--- config.mk ---
export PLATFORM = sky130hd
export DESIGN_NAME = key_auth_top
export DESIGN_NICKNAME = d
export VERILOG_FILES = /design/src/key_auth_pkg.sv /design/src/key_bank.sv /design/src/key_auth_top.sv
export SDC_FILE = /design/constraint.sdc
export NUM_CORES = 1
export LEC_CHECK = 0
export BUFFER_PORTS_ARGS = -buffer_cell sky130_fd_sc_hd__clkbuf_2
export CAP_MARGIN = 20
export CELL_PAD_IN_SITES_DETAIL_PLACEMENT = 1
export CELL_PAD_IN_SITES_GLOBAL_PLACEMENT = 2
export CORE_ASPECT_RATIO = 0.9
export CORE_MARGIN = 5
export CORE_UTILIZATION = 33
export CTS_BUF_LIST = sky130_fd_sc_hd__clkbuf_2
export DETAILED_ROUTE_END_ITERATION = 10
export MAX_ROUTING_LAYER = met4
export PLACE_DENSITY = 0.89
export SLEW_MARGIN = 20
export SYNTH_ARGS = -nofsm -noshare
export SYNTH_HDL_FRONTEND = slang
export SYNTH_HIERARCHICAL = 1
export SYNTH_SLANG_ARGS = --single-unit
--- constraint.sdc ---
create_clock -name pclk -period 1.7 [get_ports pclk]
set_input_delay 0 -clock pclk [delete_from_list [all_inputs] [get_ports pclk]]
set_output_delay 0 -clock pclk [all_outputs]
set_load 0.02 [all_outputs]
--- src/key_auth_pkg.sv ---
// Purpose: shared constants for the debug and test-entry key input banks
// Assumes: apb with 32-bit data, one aligned word per register
// Notes:   offsets are byte addresses
package key_auth_pkg;
  localparam int unsigned KEY_WORDS    = 8;
  localparam int unsigned KEY_BITS     = 256;
  localparam int unsigned ADDR_W       = 12;

  localparam logic [11:0] DEBUG_BASE   = 12'h000;
  localparam logic [11:0] TEST_BASE    = 12'h020;
  localparam logic [11:0] STATUS_ADDR  = 12'h040;
  localparam logic [11:0] INT_STAT     = 12'h044;
  localparam logic [11:0] INT_CLEAR    = 12'h048;
  localparam logic [11:0] INT_ENABLE   = 12'h04c;

  // authentication status bit positions
  localparam int unsigned DEBUG_BIT    = 2;
  localparam int unsigned TEST_BIT     = 3;
  // interrupt event bit positions
  localparam int unsigned EV_DEBUG     = 0;
  localparam int unsigned EV_TEST      = 1;
  localparam int unsigned EV_BITS      = 2;

  localparam logic [31:0] WORD_RESET   = 32'h0000_0000;
  localparam logic [31:0] READ_ZERO    = 32'h0000_0000;
  localparam logic [255:0] ALL_ONES    = {256{1'b1}};
  localparam logic [255:0] ALL_ZERO    = {256{1'b0}};
endpackage : key_auth_pkg

--- src/key_bank.sv ---
// Purpose: one eight-word key input bank with its comparator
// Assumes: reference key is stable while it is in use
// Notes:   lock result refreshes on a write to the top word, or every cycle to unlocked while the reference is all ones
`timescale 1ns/1ps
`default_nettype none
module key_bank #(
  parameter int unsigned WORDS = key_auth_pkg::KEY_WORDS
) (
  input  wire logic                 pclk,
  input  wire logic                 presetn,
  input  wire logic                 wr_en,
  input  wire logic [2:0]           wr_idx,
  input  wire logic [31:0]          wr_data,
  input  wire logic [2:0]           rd_idx,
  input  wire logic [WORDS*32-1:0]  ref_key,
  output logic      [31:0]          rd_word,
  output logic                      locked_q,
  output logic                      done_pulse_q
);
  // index ports are three bits wide, so only eight words can be served
  if (WORDS != 8) begin : g_words_check
    $error("key_bank supports eight words only");
  end

  logic [WORDS*32-1:0] key_q;
  logic                top_write;

  assign top_write = wr_en && (wr_idx == 3'(WORDS - 1));

  // word k lands on bits 32k+31:32k
  always_ff @(posedge pclk or negedge presetn) begin
    if (!presetn) begin
      key_q <= '0;
    end else if (wr_en) begin
      key_q[wr_idx*32 +: 32] <= wr_data;
    end
  end

  // compare with the word being written so the top word counts at once
  logic [WORDS*32-1:0] key_next;
  always_comb begin
    key_next = key_q;
    key_next[(WORDS-1)*32 +: 32] = wr_data;
  end

  // reset locked; an all-ones reference needs no key
  always_ff @(posedge pclk or negedge presetn) begin
    if (!presetn) begin
      locked_q <= 1'b1;
    end else if (ref_key == key_auth_pkg::ALL_ONES) begin
      locked_q <= 1'b0;
    end else if (top_write) begin
      locked_q <= (key_next != ref_key);
    end
  end

  always_ff @(posedge pclk or negedge presetn) begin
    if (!presetn) begin
      done_pulse_q <= 1'b0;
    end else begin
      done_pulse_q <= top_write;
    end
  end

  assign rd_word = key_q[rd_idx*32 +: 32];
endmodule : key_bank
`default_nettype wire

--- src/key_auth_top.sv ---
// Purpose: apb slave for debug and test-entry key banks with status, irq
// Assumes: reference keys come from the security setting area read logic
// Notes:   zero wait states; unmapped addresses answer pslverr
`timescale 1ns/1ps
`default_nettype none
module key_auth_top (
  input  wire logic         pclk,
  input  wire logic         presetn,
  input  wire logic         psel,
  input  wire logic         penable,
  input  wire logic         pwrite,
  input  wire logic [11:0]  paddr,
  input  wire logic [31:0]  pwdata,
  input  wire logic [255:0] debug_ref_key,
  input  wire logic [255:0] test_ref_key,
  output logic              pready,
  output logic              pslverr,
  output logic      [31:0]  prdata,
  output logic              debug_locked,
  output logic              test_entry_locked,
  output logic              irq
);
  // reference keys are inputs only: this block never writes them

  logic        setup;
  logic        dbg_hit;
  logic        tst_hit;
  logic        mapped;
  logic [2:0]  idx;
  logic [31:0] dbg_word;
  logic [31:0] tst_word;
  logic        dbg_locked_w;
  logic        tst_locked_w;
  logic        dbg_done;
  logic        tst_done;
  logic [key_auth_pkg::EV_BITS-1:0] int_stat_q;
  logic [key_auth_pkg::EV_BITS-1:0] int_en_q;
  logic [31:0] rdata_d;
  logic [31:0] status_w;

  // answer in the access cycle: registers are sampled at setup
  assign setup   = psel && !penable;
  assign idx     = paddr[4:2];
  assign dbg_hit = paddr[11:5] == key_auth_pkg::DEBUG_BASE[11:5];
  assign tst_hit = paddr[11:5] == key_auth_pkg::TEST_BASE[11:5];
  assign mapped  = dbg_hit || tst_hit ||
                   paddr == key_auth_pkg::STATUS_ADDR ||
                   paddr == key_auth_pkg::INT_STAT ||
                   paddr == key_auth_pkg::INT_CLEAR ||
                   paddr == key_auth_pkg::INT_ENABLE;

  logic access;
  logic wr_dbg;
  logic wr_tst;
  // writes commit at the edge that sees pready; word order is not checked
  assign access = psel && penable && pready;
  assign wr_dbg = access && pwrite && dbg_hit;
  assign wr_tst = access && pwrite && tst_hit;

  key_bank #(.WORDS(key_auth_pkg::KEY_WORDS)) u_debug_bank (
    .pclk         (pclk),
    .presetn      (presetn),
    .wr_en        (wr_dbg),
    .wr_idx       (idx),
    .wr_data      (pwdata),
    .rd_idx       (idx),
    .ref_key      (debug_ref_key),
    .rd_word      (dbg_word),
    .locked_q     (dbg_locked_w),
    .done_pulse_q (dbg_done)
  );

  key_bank #(.WORDS(key_auth_pkg::KEY_WORDS)) u_test_bank (
    .pclk         (pclk),
    .presetn      (presetn),
    .wr_en        (wr_tst),
    .wr_idx       (idx),
    .wr_data      (pwdata),
    .rd_idx       (idx),
    .ref_key      (test_ref_key),
    .rd_word      (tst_word),
    .locked_q     (tst_locked_w),
    .done_pulse_q (tst_done)
  );

  always_comb begin
    status_w = key_auth_pkg::READ_ZERO;
    status_w[key_auth_pkg::DEBUG_BIT] = dbg_locked_w;
    status_w[key_auth_pkg::TEST_BIT]  = tst_locked_w;
  end

  always_comb begin
    rdata_d = key_auth_pkg::READ_ZERO;
    if (dbg_hit) begin
      rdata_d = dbg_word;
    end else if (tst_hit) begin
      rdata_d = tst_word;
    end else if (paddr == key_auth_pkg::STATUS_ADDR) begin
      rdata_d = status_w;
    end else if (paddr == key_auth_pkg::INT_STAT) begin
      rdata_d[key_auth_pkg::EV_BITS-1:0] = int_stat_q;
    end else if (paddr == key_auth_pkg::INT_ENABLE) begin
      rdata_d[key_auth_pkg::EV_BITS-1:0] = int_en_q;
    end
  end

  always_ff @(posedge pclk or negedge presetn) begin
    if (!presetn) begin
      pready  <= 1'b0;
      pslverr <= 1'b0;
      prdata  <= key_auth_pkg::READ_ZERO;
    end else begin
      pready  <= setup;
      pslverr <= setup && !mapped;
      prdata  <= (setup && !pwrite) ? rdata_d : key_auth_pkg::READ_ZERO;
    end
  end

  // sticky comparison-done events; a new event beats a clear
  logic [key_auth_pkg::EV_BITS-1:0] ev;
  logic [key_auth_pkg::EV_BITS-1:0] clr;
  assign ev  = {tst_done, dbg_done};
  assign clr = (access && pwrite && paddr == key_auth_pkg::INT_CLEAR)
               ? pwdata[key_auth_pkg::EV_BITS-1:0] : '0;

  always_ff @(posedge pclk or negedge presetn) begin
    if (!presetn) begin
      int_stat_q <= '0;
    end else begin
      int_stat_q <= (int_stat_q & ~clr) | ev;
    end
  end

  always_ff @(posedge pclk or negedge presetn) begin
    if (!presetn) begin
      int_en_q <= '0;
    end else if (access && pwrite && paddr == key_auth_pkg::INT_ENABLE) begin
      int_en_q <= pwdata[key_auth_pkg::EV_BITS-1:0];
    end
  end

  always_ff @(posedge pclk or negedge presetn) begin
    if (!presetn) begin
      irq               <= 1'b0;
      debug_locked      <= 1'b1;
      test_entry_locked <= 1'b1;
    end else begin
      irq               <= |(int_stat_q & int_en_q);
      debug_locked      <= dbg_locked_w;
      test_entry_locked <= tst_locked_w;
    end
  end
endmodule : key_auth_top
`default_nettype wire

==> flow_summary.yaml, run 1 <==
run_status:
  status: "aborted with a tool error"
  failing_step: "global routing (5_1_grt)"
  stop_error: "[ERROR GRT-0232] Routing congestion too high. Check the congestion heatmap in the GUI."
clocking:
  htree_num_levels: 4
  cts.path.max_buffers: 3
  clock_sinks: 557
  cts_buffers: 152
  root_buffer: "clkbuf_2"
synthesis:
  syn-cell-area_um2: 31600
  synth_cells: 2961
  synth_top_cell_area_share_pct: 43.7
  yosysUniqueCellTypes: 50
  synth_ff_type: "dfrtp_1"
  synth_top_area_cell: "dfrtp_1"
  seq_area_frac_synth_pct: 44.1
  ys_warn_count: 6
  yosys-top-cells-area: "dfrtp_1, xnor2_1, mux4_2"
  synth_nets: 3530
  ys_ff_latch: 557
  synth.avg_cell_area_um2: 10.7
  synth_edf_count: 0
  async_reset_ff_share_pct: 100
floorplan:
  io_pins: 598
  die_width_um: 336
  num_rows: 107
  start_util_pct: 33.3
  die_h_um: 304
placement:
  place_congestion: 1.08
  place_hpwl_mm: 164
  port_buffers: 597
sta:
  grt_worst_setup_endpoint: "u_debug_bank/locked_q$_DFFE_PN1P_/D"
  worst_endpoint_kind: "register data pin"
grt:
  overflow: 10
  grt_max_degree: 83
  antenna_found_initial: 152
  grt_usage_pct: 78.0
what timing repair did:
action | CTS
buffers inserted | 25
pin swaps | 25
setup endpoints to repair | 578
hold buffers | 944
gates resized for setup | 160
hold endpoints to repair | 1111
gates cloned | 27
synth_stat cells, types with 3 or more instances:
cell type	count
inv_1	11
xnor2_1	436
nand4_1	254
mux4_2	128
nand3_1	10
buf_1	5
nor3_1	5
nand3b_1	5
mux2_2	236
and3_1	5
ha_1	8
nor2_1	37
nand2b_1	13
buf_2	41
mux2i_1	30
or4_1	3
mux2_1	19
dfstp_2	4
dfrtp_1	553
nand2_1	543
xor2_1	74
nor4_1	79
and2_1	3
o21ai_0	299
a21oi_1	3
o21ai_1	10
clkbuf_1	117
through the flow:
stage	setup TNS (ns)	cells	util [%]	setup WS, ns	instance area, um^2
2_1_floorplan	-126.38	2961	-	-0.457	31900
3_3_place_gp	-219.85	5533	45.5	-0.679	43200
3_5_place_dp	-258.76	5533	45.5	-0.716	43200
4_1_cts	-174.28	6795	58.6	-0.499	55600
routing by layer:
| metal | overflow | track usage (%) |
|---|---|---|
| met3 | 0 | 72.7 |
| met2 | 7 | 89.6 |
| met5 | - | - |
| met1 | 0 | 73.8 |
| met4 | 3 | 72.2 |
kinds of logic after synthesis:
family                   Yosys count  share of synthesized area, %
AO/OA/AOI/OAI                    322                          5.20
XOR/XNOR                         510                          14.1
adder cells (fa/ha/maj)            8                         0.316
buffers and inverters            177                          2.31
flip-flops                       557                          44.1
multiplexers                     413                          19.1
AND/OR/NAND/NOR                  974                          14.9
==> inputs of run 2 (changes only) <==
Settings changed: CELL_PAD_IN_SITES_DETAIL_PLACEMENT 1 to not set, CELL_PAD_IN_SITES_GLOBAL_PLACEMENT 2 to not set, CORE_ASPECT_RATIO 0.9 to not set, CORE_UTILIZATION 33 to 40, CTS_BUF_LIST sky130_fd_sc_hd__clkbuf_2 to not set, MAX_ROUTING_LAYER met4 to not set, PLACE_DENSITY 0.89 to not set, PLACE_DENSITY_LB_ADDON set to 0.15.
Clock period 1.7 ns to 2.2 ns, I/O delays scaled along.
==> run 2 against run 1 <==
- the flow now finishes, with violations (setup timing)
- area after synthesis stayed put
- synthesized cell count stayed put
==> flow_summary.yaml, run 2 <==
floorplan:
  dieArea_um2: 84800
  die_width_um: 291
  start_util_pct: 40.2
  num_rows: 103
  die_h_um: 291
  core_um2: 78700
  io_pins: 598
routing:
  vias: 28900
  drc: 0
  drt_iter0_markers: 3676
  routed_via_density: 5.94
  wl_per_cell_um: 36.0
  drt.antenna.violating_nets: 0
  routed_wl_mm: 175
  dr.pass1.iters: 6
sta:
  min_period_ns: 2.27
  tns_ns: -0.0652
  grt_setup_unrepaired: "true"
  hold_viol: 0
  clock_skew_ns: 0.0320
  maxClockFrequency_mhz: 441
  tightestPinTransition_ns: 0.771
  slew_violations: 0
  setup_viol: 1
  maxSlewHeadroom_pct: 48.4
  fin_ws_ns: -0.0652
  whs_ns: 0.00561
  finalCritPeriodShare_pct: 103
placement:
  place_congestion: 1.08
  post_dp_cell_area_um2: 37800
  dpl_worst_slack_ns: -0.199
  placed_cells: 4710
  port_buffers: 597
  place_hpwl_mm: 143
pwr:
  power.total_mw: 24.8
  powerDensity_nw_per_um2: 613
  p_leak_nw: 18.1
  peakVddDrop_v: 0.000738
setup_path:
  arrival_ns: 2.78
  critPathMaxStageDelay_ns: 0.50
  crit_buf_inv: 1
  crit_chain: "xnor2_1 -> nand4_1 -> nor4_1 -> nand4_1 -> nor4_2 -> buf_4 -> a21oi_1"
  crit_family: "simple AND/OR/NAND/NOR gates"
  cp.required_ns: 2.72
  crit_path_start_kind: "register"
  r2r_slack_ns: -0.07
  cpMostUsedCell: "nand4_1"
  path_max_fanout: 3
  crit_type: "reg -> reg"
  slowest_stage: "nor4_1"
  end_kind: "register"
synthesis:
  yosys-top-cells-area: "dfrtp_1, xnor2_1, mux4_2"
  async_reset_ff_share_pct: 100
  synth_nets: 3530
  yosysMostFrequentCell: "dfrtp_1"
  yosysUniqueCellTypes: 50
  ys_warn_count: 6
  synth_ff_type: "dfrtp_1"
  synth.avg_cell_area_um2: 10.7
  synth_edf_count: 0
  seq_area_frac_synth_pct: 44.1
  synth_top_area_cell: "dfrtp_1"
  ys_ff_latch: 557
  synth_common_cells: "dfrtp_1, nand2_1, xnor2_1"
  syn-cell-area_um2: 31600
  synth_cells: 2961
  synth_top_cell_area_share_pct: 43.7
final_layout:
  area_growth_pct: 27.9
  multi_input_area_um2: 17200
  num-nets-final: 4331
  regArea_um2: 13900
  top_regs: "u_debug_bank/key_q x256, u_test_bank/key_q x256, prdata x32"
  fin_cells: 4865
  fin_util_pct: 51.4
  fillerInstances: 7332
  final_cell_mix: "clkbuf_2, dfrtp_1, nand2_1"
  final_area_um2: 40500
  layout-drive-gt1-share_pct: 36.0
  final_common_cell: "clkbuf_2"
hold_path:
  hold_class: "in -> reg"
clocking:
  htree_num_levels: 3
  insertion_delay_ns: 0.62
  cts_buffers: 66
  path_clk_slew_ns: 0.06
  cts.path.max_buffers: 3
  cts_tree: "yes"
  clock_sinks: 557
  root_buffer: "clkbuf_16"
grt:
  gr-usage-met2_pct: 60.8
  grt_usage_pct: 40.0
  antenna_found_initial: 11
  overflow: 0
  use_met1_pct: 55.8
  grt_max_degree: 81
  top_usage_layer: "met2"
  grt_pass1_vias: 28800
  gr-usage-met3_pct: 9.41
  grt_pass1_wl_mm: 238
job:
  maxCapViolations: 0
run_status:
  violations: "setup timing"
  status: "finished, violations left"
run 2: cell counts after synthesis:
Identical to the previous run, type by type.
run 2: path summary, 6_finish.rpt:
kind | depth (start not counted) | end | startpoint
max in group asynchronous | 3 | u_debug_bank/key_q[78] | presetn
hold / removal | 6 | int_en_q[0] | paddr[9]
setup reg to reg | 7 | u_test_bank/locked_q | u_test_bank/key_q[20]
hold reg to reg | 0 | debug_locked | u_debug_bank/locked_q
min in group asynchronous | 3 | u_debug_bank/key_q[30] | presetn
setup / recovery | 7 | u_test_bank/locked_q | u_test_bank/key_q[20]
run 2: metal layers:
layer | vias up | part of all wire (%)
met5 | - | 0.049
met4 | 14 | 5.0
met3 | 339 | 9.6
met2 | 1580 | 45
met1 | 14700 | 41
li1 | 12200 | -
run 2: kinds of logic (layout without fill, tap and decap cells):
| group | Yosys count | count (layout) | share of synthesized area [%] |
|---|---|---|---|
| buffers and inverters | 177 | 1028 | 2.31 |
| AND/OR/NAND/NOR | 974 | 974 | 14.9 |
| adder cells (fa/ha/maj) | 8 | 8 | 0.316 |
| other | 0 | 3 | 0 |
| AO/OA/AOI/OAI | 322 | 322 | 5.20 |
| flip-flops | 557 | 557 | 44.1 |
| XOR/XNOR | 510 | 510 | 14.1 |
| multiplexers | 413 | 413 | 19.1 |
run 2: timing repair:
item / 4_1_cts / 5_1_grt
buffers inserted: 0 / 2
hold buffers: 32 / 1
setup endpoints to repair: 1 / 161
pin swaps: 0 / 4
resized for setup: 2 / 20
hold endpoints to repair: 631 / 3
run 2: area by class of cell:
cell class              count  share of cell area, %
diodes                      3                 0.0186
clock buffers             106                   5.01
clock inverters            12                  0.340
inverters                  11                  0.102
multi-input cells        2227                   42.4
flip-flops and latches    557                   34.5
well taps                1050                   3.25
repair buffers            899                   14.4
run 2: worst register-to-register path: cells and delay by family (launching register included):
family          cells  cell delay [ns]
compound gates      1             0.05
flops               1             0.41
buf+inv             1             0.17
simple gates        4             1.18
xor+xnor            1             0.36
run 2: power breakdown:
part	switching [mW]	leakage, nW	internal (mW)
registers	0.00820	7.76	10.3
clock network	4.56	1.06	6.45
logic	2.28	9.29	1.24
total	6.85	18.1	17.9
Power figures use the tool's default switching activity.
==> inputs of run 3 (changes only) <==
Settings changed: CORE_ASPECT_RATIO set to 0.75.
==> run 3 against run 2 <==
- the flow still finishes with violations (setup timing)
- largest power group unchanged
- die area about the same
- clock skew down 0.0012 ns
- sequential share of layout area down 0.42 points
==> flow_summary.yaml, run 3 (synthesis results as in run 2) <==
sta:
  clock_skew_ns: 0.0308
  hold_viol: 0
  fin_ws_ns: -0.0893
  maxSlewHeadroom_pct: 43.2
  setup_viol: 1
  maxClockFrequency_mhz: 437
  tns_ns: -0.0893
  min_period_ns: 2.29
  whs_ns: 0.0393
  grt_setup_unrepaired: "true"
  slew_violations: 0
  finalCritPeriodShare_pct: 104
  tightestPinTransition_ns: 0.849
routing:
  dr.pass1.iters: 8
  drt.antenna.violating_nets: 0
  routed_via_density: 5.98
  drc: 0
  drt_iter0_markers: 3995
  routed_wl_mm: 179
  vias: 29400
  wl_per_cell_um: 36.3
final_layout:
  layout-drive-gt1-share_pct: 36.4
  fin_cells: 4927
  fillerInstances: 7234
  top_regs: "u_debug_bank/key_q x256, u_test_bank/key_q x256, prdata x32"
  final_common_cell: "clkbuf_2"
  final_cell_mix: "clkbuf_2, dfrtp_1, nand2_1"
  num-nets-final: 4401
  area_growth_pct: 29.5
pwr:
  p_leak_nw: 18.4
  powerDensity_nw_per_um2: 595
  peakVddDrop_v: 0.000792
  power.total_mw: 24.4
placement:
  place_congestion: 1.12
  placed_cells: 4746
  dpl_worst_slack_ns: -0.154
  place_hpwl_mm: 148
  port_buffers: 597
floorplan:
  core_um2: 78500
  num_rows: 89
  dieArea_um2: 84900
  io_pins: 598
  die_width_um: 335
  start_util_pct: 40.3
  die_h_um: 254
setup_path:
  r2r_slack_ns: -0.09
  cp.required_ns: 2.74
  timing.rr.end: "u_debug_bank/locked_q"
  timing.rr.start: "u_debug_bank/key_q[99]"
  end_kind: "register"
  crit_type: "reg -> reg"
  ff2ff_path_depth: 8
  arrival_ns: 2.83
  path_max_fanout: 2
  crit_path_start_kind: "register"
clocking:
  insertion_delay_ns: 0.64
  clock_sinks: 557
  htree_num_levels: 2
  path_clk_slew_ns: 0.06
  cts_tree: "yes"
  cts.path.max_buffers: 3
  root_buffer: "clkbuf_16"
  cts_buffers: 57
grt:
  use_met1_pct: 60.1
  grt_pass1_vias: 28200
  grt_usage_pct: 40.7
  overflow: 0
  grt_pass1_wl_mm: 238
  grt_max_degree: 65
  top_usage_layer: "met1"
  antenna_found_initial: 5
  gr-usage-met2_pct: 60.1
  gr-usage-met3_pct: 11.8
job:
  maxCapViolations: 0
hold_path:
  whs_path_depth: 4
  hold_class: "in -> reg"
  holdCritStartpoint: "pwdata[5]"
  worstHoldEndpoint: "u_test_bank/key_q[165]"
run_status:
  status: "finished, violations left"
  violations: "setup timing"
==> run 3: cell count changes in the layout (fill, tap and decap cells not counted), moves of 4 or more <==
cell / delta
clkbuf_1: -12
clkbuf_16: -9
clkinv_8: -4
clkinv_2: +6
xnor2_2: -4
xnor2_1: +4
buf_4: +42
dlygate4sd3_1: +40
bufinv_16: +5
==> run 3: report_power, final <==
| part | internal (mW) | switching (mW) |
|---|---|---|
| Combinational | 1.30 | 2.30 |
| Clock | 6.15 | 4.36 |
| Sequential | 10.2 | 0.00869 |
==> run 3: per-layer routing <==
layer / up-vias / part of all wire, %
met2: 1800 / 43
met5: - / 0.017
met3: 228 / 12
li1: 12400 / -
met1: 15000 / 43
met4: 4 / 2.2
==> run 3: worst max path at each step <==
stage                      startpoint                      to  slack [ns]
2_1_floorplan                paddr[7]  u_test_bank/key_q[238]       0.007
3_3_place_gp                 paddr[7]   u_debug_bank/locked_q       -0.13
3_5_place_dp                 paddr[7]   u_debug_bank/locked_q       -0.15
4_1_cts         u_test_bank/key_q[36]    u_test_bank/locked_q       0.003
5_1_grt        u_debug_bank/key_q[87]   u_debug_bank/locked_q       -0.10
6_report       u_debug_bank/key_q[99]   u_debug_bank/locked_q       -0.09
==> run 3: area by class of cell <==
class | count | area [um^2] | share of cell area (%)
timing repair buffer | 978 | 6520 | 15.9
antenna | 1 | 2.50 | 0.00611
inverter | 11 | 41.3 | 0.101
clock inverter | 23 | 288 | 0.702
multi-input combinational | 2227 | 17100 | 41.8
clock buffer | 84 | 1730 | 4.22
tap | 1046 | 1310 | 3.19
sequential | 557 | 13900 | 34.0
==> run 3: through the flow <==
stage / area [um^2] / utilization [%]
2_1_floorplan: 31700 / -
3_3_place_gp: 38100 / 48.5
3_5_place_dp: 38100 / 48.5
4_1_cts: 40800 / 52.0
5_1_grt: 41000 / 52.2
6_report: 41000 / 52.2
==> run 3: what timing repair did <==
action,4_1_cts,5_1_grt
setup endpoints to repair,2,84
setup buffers,0,2
cloned,0,1
hold buffers,69,2
endpoints found under the hold margin,704,2
gates resized for setup,6,15
pin swaps,2,6
==> run 3: critical path: stages (launching register included) <==
cell     delay, ns
dfrtp_1       0.46
xnor2_1       0.26
buf_4         0.18
nand4_1       0.09
nor4_1        0.40
nand4_1       0.20
buf_4         0.20
nor4_1        0.30
a21oi_1       0.12
